==> config.mk <==
export PLATFORM = sky130hd
export DESIGN_NAME = vdsc_top
export DESIGN_NICKNAME = d
export VERILOG_FILES = /design/src/hdl/vdsc_pkg.sv /design/src/hdl/vdsc_top.sv
export VERILOG_INCLUDE_DIRS = /design/src /design/src/hdl
export SDC_FILE = /design/constraint.sdc
export NUM_CORES = 1
export LEC_CHECK = 0
export ABC_CLOCK_PERIOD_IN_PS = 2800
export BUFFER_PORTS_ARGS = -buffer_cell sky130_fd_sc_hd__buf_2
export CAP_MARGIN = 20
export CORE_MARGIN = 4
export CORE_UTILIZATION = 35
export CTS_BUF_LIST = sky130_fd_sc_hd__clkbuf_8
export DETAILED_ROUTE_END_ITERATION = 7
export PLACE_DENSITY = 0.6
export REMOVE_ABC_BUFFERS = 1
export SYNTH_ARGS = -nofsm -noshare
export SYNTH_HDL_FRONTEND = slang
export SYNTH_SLANG_ARGS = --single-unit
==> constraint.sdc <==
create_clock -name clk_i -period 2.8 [get_ports clk_i]
set_input_delay 0.42 -clock clk_i [delete_from_list [all_inputs] [get_ports clk_i]]
set_output_delay 0.42 -clock clk_i [all_outputs]
set_load 0.005 [all_outputs]
==> src/hdl/vdsc_consts.svh <==
// Offsets, field positions, reset values and fixed figures of the state control
`ifndef VDSC_CONSTS_SVH
`define VDSC_CONSTS_SVH

// Register byte offsets
`define VDSC_ADR_CMD_STD  8'h00
`define VDSC_ADR_CMD_VND  8'h04
`define VDSC_ADR_CONFIG   8'h08
`define VDSC_ADR_STATUS   8'h0C
`define VDSC_ADR_CAPAB    8'h10
`define VDSC_ADR_BUS_SP   8'h14
`define VDSC_ADR_HOLD_SP  8'h18

// State request codes
`define VDSC_REQ_INIT     2'h0
`define VDSC_REQ_DRVOFF   2'h1
`define VDSC_REQ_HOLD     2'h2
`define VDSC_REQ_ACTIVE   2'h3

// Control loop codes
`define VDSC_LOOP_SPOOL   2'h0
`define VDSC_LOOP_PRESS   2'h1
`define VDSC_LOOP_PQ      2'h2

// Command word fields
`define VDSC_CMD_FCLR_BIT 2
`define VDSC_CMD_W        5

// Reset values
`define VDSC_CMD_STD_RST  5'h00
`define VDSC_CMD_VND_RST  5'h03
`define VDSC_CFG_RST      5'h00
`define VDSC_CAP_DEFAULT  4'hF

`endif

==> src/hdl/vdsc_pkg.sv <==
// Types of the valve device state control
package vdsc_pkg;

  typedef enum logic [2:0] {
    VDSC_INIT,
    VDSC_DRVOFF,
    VDSC_HOLD,
    VDSC_ACTIVE,
    VDSC_FAULT
  } vdsc_state_t;

  typedef struct packed {
    logic       prs_permit;
    logic       ramp_freeze;
    logic       fault_clr;
    logic [1:0] req;
  } vdsc_cmd_t;

  typedef struct packed {
    logic       cmd_src_vendor;
    logic       sp_local;
    logic       open_loop;
    logic [1:0] control_loop_select;
  } vdsc_cfg_t;

  typedef struct packed {
    logic [15:0] prs;
    logic [15:0] pos;
  } vdsc_sp_t;

endpackage : vdsc_pkg

==> src/hdl/vdsc_top.sv <==
// Device state machine and control loop selection with a Wishbone slave
//
// Our own choices: the Wishbone register port and the placing of the registers.
`timescale 1ns/1ps
`default_nettype none
`include "vdsc_consts.svh"

module vdsc_top #(
  parameter logic [3:0] CAPABILITY = `VDSC_CAP_DEFAULT
) (
  // Clock and reset
  input  wire logic        clk_i,
  input  wire logic        rst_i,
  // Wishbone slave
  input  wire logic        wb_cyc_i,
  input  wire logic        wb_stb_i,
  input  wire logic        wb_we_i,
  input  wire logic [7:0]  wb_adr_i,
  input  wire logic [3:0]  wb_sel_i,
  input  wire logic [31:0] wb_dat_i,
  output logic      [31:0] wb_dat_o,
  output logic             wb_ack_o,
  // Connector and monitor
  input  wire logic        hw_enable_i,
  input  wire logic        ctrl_fault_i,
  input  wire vdsc_pkg::vdsc_sp_t local_sp_i,
  // Valve control outputs
  output vdsc_pkg::vdsc_state_t state_o,
  output logic             valve_func_on_o,
  output logic             driver_on_o,
  output logic             pos_loop_o,
  output logic             prs_loop_o,
  output logic             open_loop_o,
  output logic             ramp_freeze_o,
  output logic             prs_permit_o,
  output vdsc_pkg::vdsc_sp_t demand_o
);

  // ********************************************************
  // Bus slave
  // ********************************************************
  logic                  ack_r;
  logic                  req_go;
  logic                  wr_go;
  logic [31:0]           rd_nxt;
  vdsc_pkg::vdsc_cmd_t   cmd_std_r;
  vdsc_pkg::vdsc_cmd_t   cmd_vnd_r;
  vdsc_pkg::vdsc_cmd_t   cmd_std_nxt;
  vdsc_pkg::vdsc_cmd_t   cmd_vnd_nxt;
  vdsc_pkg::vdsc_cmd_t   sel_cmd;
  vdsc_pkg::vdsc_cfg_t   cfg_r;
  vdsc_pkg::vdsc_sp_t    bus_sp_r;
  vdsc_pkg::vdsc_sp_t    hold_sp_r;
  vdsc_pkg::vdsc_state_t state_r;
  vdsc_pkg::vdsc_state_t state_nxt;
  logic                  wr_std;
  logic                  wr_vnd;
  logic                  wr_cfg;
  logic                  clr_go;
  logic                  en_s1_r;
  logic                  en_s2_r;
  logic                  en_s3_r;
  logic                  en_ok_r;

  assign req_go = wb_cyc_i & wb_stb_i & ~ack_r;
  assign wr_go  = req_go & wb_we_i;
  assign wr_std = wr_go & wb_sel_i[0] & (wb_adr_i == `VDSC_ADR_CMD_STD);
  assign wr_vnd = wr_go & wb_sel_i[0] & (wb_adr_i == `VDSC_ADR_CMD_VND);
  assign wr_cfg = wr_go & wb_sel_i[0] & (wb_adr_i == `VDSC_ADR_CONFIG);

  // Ack one cycle after the request, dropped the next cycle
  always_ff @(posedge clk_i) begin
    if (rst_i) begin
      ack_r <= 1'b0;
    end else begin
      ack_r <= req_go;
    end
  end

  assign wb_ack_o = ack_r;

  always_comb begin
    rd_nxt = 32'h0000_0000;
    unique case (wb_adr_i)
      `VDSC_ADR_CMD_STD: rd_nxt[4:0] = cmd_std_r;
      `VDSC_ADR_CMD_VND: rd_nxt[4:0] = cmd_vnd_r;
      `VDSC_ADR_CONFIG:  rd_nxt[4:0] = cfg_r;
      `VDSC_ADR_STATUS:  rd_nxt[8:0] = {driver_on_o, valve_func_on_o,
                                        en_ok_r, prs_permit_o,
                                        ramp_freeze_o,
                                        state_r == vdsc_pkg::VDSC_FAULT,
                                        state_r};
      `VDSC_ADR_CAPAB:   rd_nxt[3:0] = CAPABILITY;
      `VDSC_ADR_BUS_SP:  rd_nxt = bus_sp_r;
      `VDSC_ADR_HOLD_SP: rd_nxt = hold_sp_r;
      default:           rd_nxt = 32'h0000_0000;
    endcase
  end

  always_ff @(posedge clk_i) begin
    if (rst_i) begin
      wb_dat_o <= 32'h0000_0000;
    end else if (req_go && !wb_we_i) begin
      wb_dat_o <= rd_nxt;
    end
  end

  // ********************************************************
  // Command words and configuration
  // ********************************************************
  always_comb begin
    cmd_std_nxt = cmd_std_r;
    cmd_vnd_nxt = cmd_vnd_r;
    if (wr_std) begin
      cmd_std_nxt = wb_dat_i[4:0];
      cmd_std_nxt.fault_clr = 1'b0;
    end
    if (wr_vnd) begin
      cmd_vnd_nxt = wb_dat_i[4:0];
      cmd_vnd_nxt.fault_clr = 1'b0;
    end
  end

  // Selected word, taken from the value being written this cycle
  assign sel_cmd = cfg_r.cmd_src_vendor ? cmd_vnd_nxt : cmd_std_nxt;
  assign clr_go  = wb_dat_i[`VDSC_CMD_FCLR_BIT] &
                   ((wr_std & ~cfg_r.cmd_src_vendor) |
                    (wr_vnd &  cfg_r.cmd_src_vendor));

  always_ff @(posedge clk_i) begin
    if (rst_i) begin
      cmd_std_r <= `VDSC_CMD_STD_RST;
      cmd_vnd_r <= `VDSC_CMD_VND_RST;
    end else begin
      cmd_std_r <= cmd_std_nxt;
      cmd_vnd_r <= cmd_vnd_nxt;
    end
  end

  // Loop choice not offered by this variant is ignored
  always_ff @(posedge clk_i) begin
    if (rst_i) begin
      cfg_r <= `VDSC_CFG_RST;
    end else if (wr_cfg) begin
      cfg_r.cmd_src_vendor <= wb_dat_i[4];
      cfg_r.sp_local       <= wb_dat_i[3];
      cfg_r.open_loop      <= wb_dat_i[2];
      if (wb_dat_i[1:0] != 2'h3 && CAPABILITY[wb_dat_i[1:0]]) begin
        cfg_r.control_loop_select <= wb_dat_i[1:0];
      end
    end
  end

  always_ff @(posedge clk_i) begin
    if (rst_i) begin
      bus_sp_r  <= 32'h0000_0000;
      hold_sp_r <= 32'h0000_0000;
    end else if (wr_go) begin
      for (int b = 0; b < 4; b++) begin
        if (wb_sel_i[b] && wb_adr_i == `VDSC_ADR_BUS_SP) begin
          bus_sp_r[b*8 +: 8] <= wb_dat_i[b*8 +: 8];
        end
        if (wb_sel_i[b] && wb_adr_i == `VDSC_ADR_HOLD_SP) begin
          hold_sp_r[b*8 +: 8] <= wb_dat_i[b*8 +: 8];
        end
      end
    end
  end

  // ********************************************************
  // Hardware enable synchroniser
  // ********************************************************
  always_ff @(posedge clk_i) begin
    if (rst_i) begin
      en_s1_r <= 1'b0;
      en_s2_r <= 1'b0;
      en_s3_r <= 1'b0;
      en_ok_r <= 1'b0;
    end else begin
      en_s1_r <= hw_enable_i;
      en_s2_r <= en_s1_r;
      en_s3_r <= en_s2_r;
      if (en_s2_r == en_s3_r) begin
        en_ok_r <= en_s3_r;
      end
    end
  end

  // ********************************************************
  // Device state machine
  // ********************************************************
  always_comb begin
    state_nxt = state_r;
    if (ctrl_fault_i) begin
      state_nxt = vdsc_pkg::VDSC_FAULT;
    end else if (state_r == vdsc_pkg::VDSC_FAULT) begin
      if (clr_go) begin
        if (en_ok_r && sel_cmd.req[1]) begin
          state_nxt = vdsc_pkg::VDSC_HOLD;
        end else begin
          state_nxt = vdsc_pkg::VDSC_DRVOFF;
        end
      end
    end else begin
      unique case (sel_cmd.req)
        `VDSC_REQ_INIT:   state_nxt = vdsc_pkg::VDSC_INIT;
        `VDSC_REQ_DRVOFF: state_nxt = vdsc_pkg::VDSC_DRVOFF;
        `VDSC_REQ_HOLD:   state_nxt = en_ok_r ? vdsc_pkg::VDSC_HOLD
                                              : vdsc_pkg::VDSC_DRVOFF;
        `VDSC_REQ_ACTIVE: state_nxt = en_ok_r ? vdsc_pkg::VDSC_ACTIVE
                                              : vdsc_pkg::VDSC_DRVOFF;
      endcase
    end
  end

  always_ff @(posedge clk_i) begin
    if (rst_i) begin
      state_r <= vdsc_pkg::VDSC_INIT;
    end else begin
      state_r <= state_nxt;
    end
  end

  assign state_o = state_r;

  // ********************************************************
  // Valve control outputs
  // ********************************************************
  always_ff @(posedge clk_i) begin
    if (rst_i) begin
      valve_func_on_o <= 1'b0;
      driver_on_o     <= 1'b0;
    end else begin
      valve_func_on_o <= state_nxt != vdsc_pkg::VDSC_INIT;
      driver_on_o     <= state_nxt == vdsc_pkg::VDSC_HOLD ||
                         state_nxt == vdsc_pkg::VDSC_ACTIVE;
    end
  end

  // Flags follow the selected word without touching the state; pressure permit passes only with the combined loop selected
  always_ff @(posedge clk_i) begin
    if (rst_i) begin
      ramp_freeze_o <= 1'b0;
      prs_permit_o  <= 1'b0;
    end else begin
      ramp_freeze_o <= sel_cmd.ramp_freeze;
      prs_permit_o  <= sel_cmd.prs_permit &&
                       cfg_r.control_loop_select == `VDSC_LOOP_PQ;
    end
  end

  always_ff @(posedge clk_i) begin
    if (rst_i) begin
      pos_loop_o  <= 1'b0;
      prs_loop_o  <= 1'b0;
      open_loop_o <= 1'b0;
    end else begin
      pos_loop_o  <= cfg_r.control_loop_select != `VDSC_LOOP_PRESS;
      prs_loop_o  <= cfg_r.control_loop_select == `VDSC_LOOP_PRESS ||
                     (cfg_r.control_loop_select == `VDSC_LOOP_PQ &&
                      sel_cmd.prs_permit);
      open_loop_o <= cfg_r.open_loop &&
                     cfg_r.control_loop_select != `VDSC_LOOP_PQ;
    end
  end

  // Demand routing by state and setpoint source
  always_ff @(posedge clk_i) begin
    if (rst_i) begin
      demand_o <= 32'h0000_0000;
    end else begin
      unique case (state_nxt)
        vdsc_pkg::VDSC_HOLD:   demand_o <= hold_sp_r;
        vdsc_pkg::VDSC_ACTIVE: demand_o <= cfg_r.sp_local ? local_sp_i
                                                          : bus_sp_r;
        default:               demand_o <= 32'h0000_0000;
      endcase
    end
  end
endmodule : vdsc_top

`default_nettype wire

# Yosys cells after proc, flatten, opt, wreduce, memory -nomap -nowiden
# Index checks and enable logic that the tools add are counted.
[totals] wordCells=114 register_bits=158 output_inout_bits=75 input_bits=83
[classes] order_cmp=1 mux=18 bitwise_logic=13 reduce_logical=28 eq_ne=18
[ops] cell="32-bit one-hot mux with 2 select lines" n=1
[ops] cell="23-bit one-hot mux with 2 select lines" n=1
[ops] cell="32-bit 2-to-1 mux" n=1
[ops] cell="4-bit one-hot mux with 7 select lines" n=1
[ops] cell="8-bit by 5-bit == test with 1-bit output, second input constant" n=3
[ops] cell="2-bit AND reduction" n=9
[ops] cell="8-bit by 4-bit == test with 1-bit output, second input constant" n=2
[ops] cell="5-bit 2-to-1 mux" n=3
[ops] cell="1-bit logical AND" n=13
[ops] cell="3-bit one-hot mux with 4 select lines" n=1
[ops] cell="4-bit one-hot mux with 3 select lines" n=1
[ops] cell="1-bit bitwise AND" n=10
[ops] cell="3-bit 2-to-1 mux" n=3
[ops] cell="8-bit by 3-bit == test with 1-bit output, second input constant" n=1
[ops] cell="8-bit zero test" n=1
[ops] cell="2-bit == test, second input constant" n=3
[ops] cell="3-bit by 2-bit == test with 1-bit output, second input constant" n=2
[ops] cell="2-bit 2-to-1 mux" n=3
[ops] cell="1-bit one-hot mux with 6 select lines" n=1
[ops] cell="2-bit by 1-bit == test with 1-bit output, second input constant" n=2
[ops] cell="2-bit inequality test, second input constant" n=2
[ops] cell="3-bit == test, second input constant" n=1
[ops] cell="2-bit by 3-bit < comparator with 1-bit output, second input constant" n=1
[ops] cell="3-bit nonzero test" n=1
[ops] cell="9 further kinds" n=11

# Depth between registers and ports, before layout
# Gate-level depths: netlist of the first run.
[depth] word_depth=14 mapped_depth=10 ltp_nobuf=6

# Least setup slack after synthesis of the first run
# No wires, ideal clock.
[synth_path] path_type="input -> register" from="in wb_adr_i[5]" to="reg demand_o[22] in the netlist's numbering" n_path_buf=4 path_stages=10 arrival_time_ns=2.733 path_slack_ns=-0.003 setup_time_ns=0.070 t_required_ns=2.730 cell_sequence="or3_1 > buf_2 > or3_1 > buf_2 > nor4_4 > nor3_1 > or4b_1 > buf_2 > buf_2 > a21oi_1"
[synth_via] elab_chain_cells=11 word_cells_on_any_way=24 cone_classes="6 x eq/ne; 9 x mux; 6 x bitwise; 3 x reduce/logical"
[synth_lines] element="from (decl)" line_no="vdsc_top.sv:18" rtl="input wire logic [7:0] wb_adr_i,"
[synth_lines] element="branches (longest 7 deep; another with 8-bit by 3-bit == test with 1-bit output)"
[synth_lines] element="3-bit 2-to-1 mux (*)" line_no="vdsc_top.sv:196" rtl="end else if (state_r == vdsc_pkg::VDSC_FAULT) begin"
[synth_lines] element="3-bit 2-to-1 mux (*)" line_no="vdsc_top.sv:194" rtl="if (ctrl_fault_i) begin"
[synth_lines] element="3-bit by 2-bit == test with 1-bit output" line_no="vdsc_top.sv:272" rtl="unique case (state_nxt)"
[synth_lines] element="32-bit one-hot mux with 2 select lines (*)" line_no="vdsc_top.sv:272"
[synth_lines] element="to (signal assigned)" line_no="vdsc_top.sv:273" rtl="vdsc_pkg::VDSC_HOLD: demand_o <= hold_sp_r;"
[synth_lines] element="to (signal assigned)" line_no="vdsc_top.sv:274" rtl="vdsc_pkg::VDSC_ACTIVE: demand_o <= cfg_r.sp_local ? local_sp_i"
[synth_lines] element="to (decl)" line_no="vdsc_top.sv:36" rtl="output vdsc_pkg::vdsc_sp_t demand_o"
# Mark *: on every way between the ends. The select of a mux whose other input is x is not followed.
# A chain may end at the register's enable or synchronous reset.

# Final worst setup path of the first run
[layout_path] from="reg ack_r, in the netlist wb_ack_o" to="reg demand_o[10] in the netlist's numbering"
[layout_via] elab_chain_cells=14 word_cells_on_any_way=26 cone_classes="5 x eq/ne; 9 x mux; 10 x bitwise; 2 x reduce/logical"
[layout_lines] element="from (decl)" line_no="vdsc_top.sv:42" rtl="logic ack_r;"
[layout_lines] element="from (signal assigned)" line_no="vdsc_top.sv:76" rtl="ack_r <= req_go;"
[layout_lines] element="1-bit NOT (*)" line_no="vdsc_top.sv:65" rtl="assign req_go = wb_cyc_i & wb_stb_i & ~ack_r;"
[layout_lines] element="1-bit bitwise AND (*)" line_no="vdsc_top.sv:65"
[layout_lines] element="1-bit bitwise AND (*)" line_no="vdsc_top.sv:66" rtl="assign wr_go = req_go & wb_we_i;"
[layout_lines] element="1-bit bitwise AND (*)" line_no="vdsc_top.sv:67, vdsc_top.sv:68"
[layout_lines] element="branches (longest 6 deep; another with 5-bit 2-to-1 mux)"
[layout_lines] element="3-bit 2-to-1 mux (*)" line_no="vdsc_top.sv:196"
[layout_lines] element="3-bit 2-to-1 mux (*)" line_no="vdsc_top.sv:194"
[layout_lines] element="3-bit by 2-bit == test with 1-bit output" line_no="vdsc_top.sv:272"
[layout_lines] element="32-bit one-hot mux with 2 select lines (*)" line_no="vdsc_top.sv:272"
# Marked as above.

==> metrics, run 1 <==
CP Cell Sequence and4b_1, nand2_1, nor4bb_1, o21ai_0, or4b_1, buf_12, a21oi_1; hold path start hw_enable_i; FF-to-FF Start wb_ack_o; global-route wire length before repair about 32,000 µm; Layout area overhead 23.5%; Max-Cap Viols 0; fin util 0.446; critical path class flop to flop; GP Congestion between 0.8 and 0.9; Gate power share 0.063; PortBufs approximately 160; fraction of layout cells with a size suffix above 1 0.306; mapped cell area between 6000 and 7000 µm²; Flop pwr share 0.540; Routed Antenna Nets 0; Highest Clock Rate 0.414 GHz; Detailed Route Iter0 Violations between 400 and 500; largest net degree at the start of global routing between 60 and 70; wire per inst between 15 and 20 µm; worst skew pair latency about 450 ps; HPWL Detailed approximately 14,000 µm; status completed; clk root buf clkbuf_8; Clk pwr share 0.397; Clock Sink Count roughly 160; crit path capture type flop; Setup Buffers After CTS 0; Final setup viols 0; row cnt 50; Unique masters post-synth 54; WL final between 20,000 and 25,000 µm; hold path depth 2; critical path depth in cells 7; CP arrival 2790 ps; top cells by area, synth dfxtp_1 (46%), mux2i_1 (12%), nor2_1 (6.6%), mux2_2 (5.4%), or3b_1 (4.0%); # hold bufs at CTS 0; post_cts resized 0; cell-internal power 0.00320 W; Slowest cell on crit path or4b_1; total track usage 0.184; relative slew slack 0.470; DR pass1 iterations 5; post-synthesis sequential area ratio 0.460; top_reg_cell synth dfxtp_1; Peak VDD IR ~0.00033 V; fin crit share 0.862; crit path max fanout 32; GRT Residual Overflow 0; Power Density between 400 and 500 nW/µm²; Switch Pwr 0.00102 W; Yosys top cell area share 0.460; CTS tree yes; Buf/Inv on CP 1; CORE AREA approximately 19,000 µm²; Yosys top cell by area dfxtp_1; synth warn 0; Leak between 3 and 4 nW; vias in the first global route 5,614; Final min period approximately 2400 ps; critical path data required time around 3200 ps; Post-synth EDFFs 0; kind of cell adding the most delay to the critical path simple AND/OR/NAND/NOR gates; die height ~150 µm; RSZ-0062 raised after global routing no; DR vias/cell between 5 and 6; layer carrying the most global-route usage met2; Max Clock Skew between 10 and 15 ps; Vias 5,849; final number of max-transition violations 0; Critical Path Start wb_ack_o; HP Class primary input to flop; Fin. Hold Viols 0; met2 usage 0.292; mean post-synth cell area about 9.5 µm²; grt met1 use 0.259; Synth Instances ~720; CP Launch Type flop; Worst Tran Pin Value about 800 ps; nets@finish about 960; Initial Utilization 0.361; H-tree Lvls 4; Switching Fraction 0.242; DIE AREA ~22,000 µm²; IO Count between 150 and 200; FF+latch area 3160 µm²; Multi-input gate area roughly 3400 µm²; Reg clk slew, reported paths around 90 ps; CTS max path bufs 2; r2r worst-path depth 7; Fin Setup TNS 0 ps; Die X between 100 and 150 µm; # fillers roughly 1,900; worst stage delay on the critical path between 600 and 700 ps; GR Util met3 0.0424; total CTS buffers 17; initial antenna violation count 0; ys async rst share 0; drc violations 0; Yosys reg bits ~160
## Yosys cell counts (2+ instances only)
library cell / number
dfxtp_1: 158
nor2_1: 121
mux2i_1: 84
clkbuf_1: 44
a21oi_1: 40
o21ai_0: 38
mux2_2: 33
nor3_1: 32
or3b_1: 31
a221oi_1: 25
nand2_1: 18
buf_2: 10
inv_1: 7
nor2b_1: 7
and3_1: 6
a2bb2oi_1: 5
buf_6: 5
a222oi_1: 4
buf_1: 4
nand3_1: 4
nor3b_1: 4
nor4_4: 4
nand2b_1: 3
a21o_1: 2
nand3b_1: 2
o2111ai_1: 2
or3_1: 2
or4_1: 2
## cells in the final DEF, fill, tap and decap left out, types with 18 or more instances in the layout
cell type / instances
nor3_1: 31
clkbuf_8: 19
a221oi_1: 25
a21oi_1: 40
buf_4: 32
buf_2: 156
mux2_2: 33
dfxtp_1: 157
mux2i_1: 84
o21ai_0: 38
nor2_1: 120
or3b_1: 31
nand2_1: 18
## layout make-up
type,count,area share
Multi-Input combinational cell,495,0.401
Clock buffer,19,0.0308
Clock inverter,12,0.0142
Timing Repair Buffer,196,0.139
Tap cell,260,0.0383
Sequential cell,158,0.373
Antenna cell,1,0.000295
Inverter,7,0.00310
## per-layer routing
metal / routed length (µm) / up-vias / share of wire
li1: - / 2896 / -
met1: 9490 / 2771 / 0.47
met2: 9400 / 174 / 0.46
met3: 1260 / 8 / 0.062
met4: 127 / 0 / 0.0063
met5: 0 / - / 0
## registers in the layout, summed over array words and instances (netlist names), 3 cells and up
| signal | cells |
|---|---|
| hold_sp_r | 32 |
| cmd_vnd_r | 5 |
| cmd_std_r | 5 |
| bus_sp_r | 32 |
| wb_dat_o | 32 |
| state_o | 3 |
| demand_o | 32 |
| cfg_r | 5 |
## worst register-to-register path: cells and delay by family (launching register included)
kind	cells	cell delay, ps
buffers and inverters	1	230
AO/OA/AOI/OAI	2	330
flip-flops	1	330
AND/OR/NAND/NOR	4	1460
## cell families after synthesis
logic type / Yosys count / share of synthesized area
compound gates: 128 / 0.121
buf+inv: 70 / 0.0455
flops: 158 / 0.460
mux: 117 / 0.176
xor+xnor: 1 / 0.00127
simple gates: 249 / 0.196
## final timing paths
check / to / slack (ps)
setup reg to reg: demand_o[10] / 390
hold / removal: en_s1_r / 180
setup / recovery: demand_o[10] / 390
hold reg to reg: wb_dat_o[2] / 460
## stage by stage
step	hold slack, ps	cell area (µm²)	std cells	setup slack [ps]	total power [W]
2_1_floorplan	414	6590	660	-1190	0.00242
3_3_place_gp	443	8100	1116	67.3	0.00260
3_5_place_dp	449	8100	1116	-9.07	0.00260
4_1_cts	150	8480	1147	383	0.00426
5_1_grt	150	8480	1147	227	0.00440
6_report	178	8490	1148	386	0.00422
## power by group through the flow
stage	combinational (W)	clock, W	sequential, W
floorplan	0.0000842	0	0.00233
finish	0.000265	0.00167	0.00228
detailed placement	0.000266	0	0.00233
global route	0.000290	0.00183	0.00228
CTS	0.000267	0.00172	0.00228
global placement	0.000267	0	0.00233
Note: power is estimated with default switching activity, not from simulation.
==> run 2: changes to the inputs <==
--- a/config.mk
+++ b/config.mk
@@ -13,6 +13,7 @@
 export CORE_UTILIZATION = 35
 export CTS_BUF_LIST = sky130_fd_sc_hd__clkbuf_8
 export DETAILED_ROUTE_END_ITERATION = 7
+export MAX_ROUTING_LAYER = met4
 export PLACE_DENSITY = 0.6
 export REMOVE_ABC_BUFFERS = 1
 export SYNTH_ARGS = -nofsm -noshare
==> run 2 against run 1 <==
Effect of this change:
- power hardly changed
- register-to-register slack hardly changed
- die area stayed put
- largest cell class unchanged
- critical path type unchanged
- combinational power hardly changed
- flip-flop and latch count stayed put
- via count is 0.63% lower
- sequential power hardly changed
- sequential share of layout area hardly changed
- critical endpoint unchanged
==> metrics, run 2 (synthesized netlist as in run 1, its figures left out) <==
fin crit share 0.860; relative slew slack 0.481; final number of max-transition violations 0; Final setup viols 0; global-route wire length before repair approximately 32,000 µm; die height between 100 and 150 µm; total track usage 0.190; worst stage delay on the critical path between 600 and 700 ps; final instance area 8480 µm²; CORE AREA between 15,000 and 20,000 µm²; CP Launch Type flop; clk root buf clkbuf_8; initial antenna violation count 0; Initial Utilization 0.361; Peak VDD IR approximately 0.00033 V; Routed Antenna Nets 0; Final min period 2410 ps; row cnt 50; largest net degree at the start of global routing between 60 and 70; Slowest cell on crit path or4b_1; H-tree Lvls 4; Area after DPL between 8000 and 9000 µm²; critical path class flop to flop; CP Cell Sequence and4b_1, nand2_1, nor4bb_1, o21ai_0, or4b_1, buf_12, a21oi_1; IO Count around 160; # hold bufs at CTS 0; most frequent cells in the layout dfxtp_1 (157), buf_2 (156), nor2_1 (120), mux2i_1 (84), a21oi_1 (40); status completed; worst skew pair latency about 450 ps; CTS max path bufs 2; wire per inst between 15 and 20 µm; PortBufs between 150 and 200; drc violations 0; crit path capture type flop; r2r worst-path depth 7; GRT Residual Overflow 0; nets@finish 958; Fin. Hold Viols 0; DIE AREA ~22,000 µm²; Power Density around 500 nW/µm²; Layout area overhead 23.4%; DR pass1 iterations 5; # diodes 0; post_cts resized 0; overall power 0.00422 W; Max Clock Skew approximately 16 ps; Max-Cap Viols 0; fraction of layout cells with a size suffix above 1 0.306; vias in the first global route between 5,000 and 6,000; Reg clk slew, reported paths roughly 90 ps; crit path max fanout 32; HPWL Detailed roughly 14,000 µm; fin util 0.446; Setup Buffers After CTS 0; Highest Clock Rate slightly above 0.4 GHz; HP Class primary input to flop; CTS tree yes; Worst Tran Pin Value roughly 800 ps; total CTS buffers 17; most common cell after layout, fill and taps aside dfxtp_1; Clock Sink Count 158; RSZ-0062 raised after global routing no; DR vias/cell slightly above 5; Die X approximately 150 µm; Leak roughly 3.3 nW; CP arrival between 2000 and 3000 ps; hold path depth 2; GP Congestion approximately 0.86; Detailed Route Iter0 Violations roughly 460; critical path data required time 3180 ps; WL final 20,300 µm; Vias 5,812
## run 2: cell types whose count changed in the layout (fill, tap and decap cells not counted), sizes merged
cell   before  now
diode       1    0
## run 2: layout make-up
class,count,area (µm²)
Clock buffer,19,262
Multi-Input combinational cell,495,3400
Sequential cell,158,3160
Tap cell,260,325
Inverter,7,26.3
Timing Repair Buffer,196,1180
Fill cell,1920,10500
Clock inverter,12,120
## run 2: worst paths after layout
check,startpoint,end,slack [ps]
worst max-delay path,wb_ack_o,demand_o[10],390
worst min-delay path,hw_enable_i,en_s1_r,180
worst max register to register,wb_ack_o,demand_o[10],390
worst min register to register,wb_dat_o[2],wb_dat_o[2],460
## run 2: critical path, delay by kind of cell (launching register included)
| kind | cells | cell delay [ps] |
|---|---|---|
| buffers and inverters | 1 | 230 |
| AO/OA/AOI/OAI | 2 | 320 |
| AND/OR/NAND/NOR | 4 | 1460 |
| flip-flops | 1 | 330 |
## run 2: stage by stage
step | hold WS, ps | TNS (ps) | setup slack [ps] | cells
3_3_place_gp | 443 | 0 | 67.3 | 1116
5_1_grt | 150 | 0 | 227 | 1147
3_5_place_dp | 449 | -9.07 | -9.07 | 1116
2_1_floorplan | 414 | -66690 | -1190 | 660
6_report | 182 | 0 | 391 | 1147
4_1_cts | 150 | 0 | 383 | 1147
## run 2: power breakdown
group	total, W	switching (W)	internal [W]
Clock	0.00168	0.000851	0.000827
Combinational	0.000265	0.000161	0.000104
Sequential	0.00228	0.0000122	0.00227
## run 2: routing by layer
metal / wire, µm / part of all wire / vias to the layer above / global-route usage
met5: 0 / 0 / - / -
met4: 140 / 0.0069 / 0 / 0.0388
met3: 1060 / 0.052 / 12 / 0.0411
met2: 9400 / 0.46 / 155 / 0.291
met1: 9670 / 0.48 / 2750 / 0.261
li1: - / - / 2895 / -
==> run 3: changes to the inputs <==
==> constraint.sdc (replaced) <==
create_clock -name clk_i -period 2.8 [get_ports clk_i]
set_input_delay 0.14 -clock clk_i [delete_from_list [all_inputs] [get_ports clk_i]]
set_output_delay 0.14 -clock clk_i [all_outputs]
set_load 0.005 [all_outputs]
==> run 3 against run 2 <==
Effect of this change:
- setup slack improved by 66 ps
- count of clock-buffer cells in the layout did not move
- largest cell class unchanged
- critical path depth did not move
- die area did not move
- cell area rose by 3.5%
- sequential share of layout area fell by 1.2 points
- flip-flop and latch count did not move
==> metrics, run 3 (synthesized netlist as in run 1, its figures left out) <==
status completed; WL final 20,300 µm; clk root buf clkbuf_8; H-tree Lvls 4; Place WS approximately 280 ps; CORE AREA 19,000 µm²; Leak ~3.5 nW; HP Class primary input to flop; critical path data required time 3180 ps; Detailed Route Iter0 Violations roughly 370; Switching Fraction 0.236; Setup Buffers After CTS 0; final number of max-transition violations 0; FF-to-FF Start wb_ack_o; vias in the first global route around 5,800; Switch Pwr 0.00102 W; relative slew slack 0.479; CP arrival 2720 ps; Flop pwr share 0.525; Final min period ~2300 ps; DR pass1 iterations 5; Max Clock Skew between 10 and 15 ps; final hold slack approximately 47 ps; crit path capture type flop; worst skew pair latency between 400 and 500 ps; Layout area overhead 27.7%; CTS max path bufs 2; Reg2Reg Capture Point demand_o[27]; Worst Hold Endpoint bus_sp_r[3]; fraction of layout cells with a size suffix above 1 0.294; nets@finish slightly below 1,000; R2R Setup Slk ~460 ps; Critical Path Start wb_ack_o; Gate power share 0.068; RSZ-0062 raised after global routing no; Fin. Hold Viols 0; Die X ~150 µm; hold path depth 3; fin crit share 0.837; CTS tree yes; r2r worst-path depth 7; Routed Antenna Nets 0; total track usage 0.190; CP Launch Type flop; Slowest cell on crit path or4b_1; row cnt 50; PortBufs 157; Max-Cap Viols 0; Reg clk slew, reported paths ~80 ps; # diodes 0; wire per inst around 17 µm; GRT Residual Overflow 0; Fin Setup TNS 0 ps; critical path class flop to flop; Initial Utilization 0.361; Clk pwr share 0.407; Buf/Inv on CP 1; most frequent cells in the layout dfxtp_1 (157), buf_2 (156), nor2_1 (120), mux2i_1 (84), a21oi_1 (40); drc violations 0; Clock Sink Count between 150 and 200; GP Congestion approximately 0.84; cell-internal power roughly 0.0033 W; total CTS buffers 17; Worst Tran Pin Value around 800 ps; Peak VDD IR approximately 0.00027 V; worst stage delay on the critical path between 500 and 600 ps; initial antenna violation count 0; most common cell after layout, fill and taps aside dfxtp_1; Power Density around 500 nW/µm²; hold path start wb_dat_i[3]; DIE AREA approximately 22,000 µm²; HPWL Detailed around 14,000 µm; die height approximately 150 µm; Vias around 6,000; Final setup viols 0; DR vias/cell approximately 5.0; IO Count ~160; largest net degree at the start of global routing between 60 and 70; kind of cell adding the most delay to the critical path simple AND/OR/NAND/NOR gates; global-route wire length before repair roughly 32,000 µm; crit path max fanout 12; final worst-path setup slack approximately 460 ps; CP Cell Sequence and4b_1, nand2_1, nor4_4, nor3_1, or4b_1, buf_4, a21oi_1; Highest Clock Rate approximately 0.43 GHz
run 3: cell types whose count changed in the layout (fill, tap and decap cells not counted):
cell,before,now
buf_12,8,5
clkinv_2,4,3
buf_4,32,34
inv_6,2,1
dlygate4sd3_1,0,31
clkinvlp_4,2,3
inv_1,9,10
bufinv_16,2,3
run 3: through the flow:
stage                     power, W  cell area [µm²]  utilization  cells
after global placement     0.00260             8060        0.424   1115
final                      0.00434             8780        0.461   1178
after CTS                  0.00439             8780        0.461   1178
after global routing       0.00452             8780        0.461   1178
after floorplan            0.00242             6590            -    660
after detailed placement   0.00260             8060        0.424   1115
run 3: how the worst max path moves through the flow:
| stage | cells past startpoint | end | slack [ps] |
|---|---|---|---|
| after CTS | 7 | demand_o[27] | 430 |
| after floorplan | 6 | hold_sp_r[10] | -910 |
| final | 7 | demand_o[27] | 460 |
| after global routing | 7 | demand_o[27] | 250 |
| after global placement | 8 | demand_o[19] | 330 |
| after detailed placement | 8 | demand_o[27] | 280 |
run 3: what timing repair did:
item | in CTS | in global routing
hold endpoints to repair | 58 | 0
hold buffers | 31 | 0
resized for setup | 0 | 0
run 3: final cells by class:
| class | count | area [µm²] |
|---|---|---|
| fill | 1901 | 10200 |
| multi-input combinational | 495 | 3400 |
| sequential | 158 | 3160 |
| timing repair buffer | 226 | 1450 |
| tap | 260 | 325 |
| clock buffer | 19 | 262 |
| clock inverter | 13 | 148 |
| inverter | 7 | 26.3 |
run 3: routing by layer:
layer  global-route usage  vias to the layer above  wire length, µm
met2                0.301                      154             9600
met4               0.0365                        0              140
met3               0.0390                       13              941
met1                0.255                     2796             9610
li1                     -                     2956                -
met5                    -                        -                0
run 3: power groups by stage:
stage	Clock, W	Combinational (W)	Sequential [W]
4_1_cts	0.00182	0.000298	0.00228
6_report	0.00176	0.000295	0.00228
3_5_place_dp	0	0.000264	0.00233
2_1_floorplan	0	0.0000842	0.00233
5_1_grt	0.00191	0.000324	0.00228
3_3_place_gp	0	0.000264	0.00233
run 3: worst reg2reg max path: cells and delay by family, from the launching register on:
family	cells	cell delay, ps
buf+inv	1	240
compound gates	1	130
flops	1	330
simple gates	5	1580
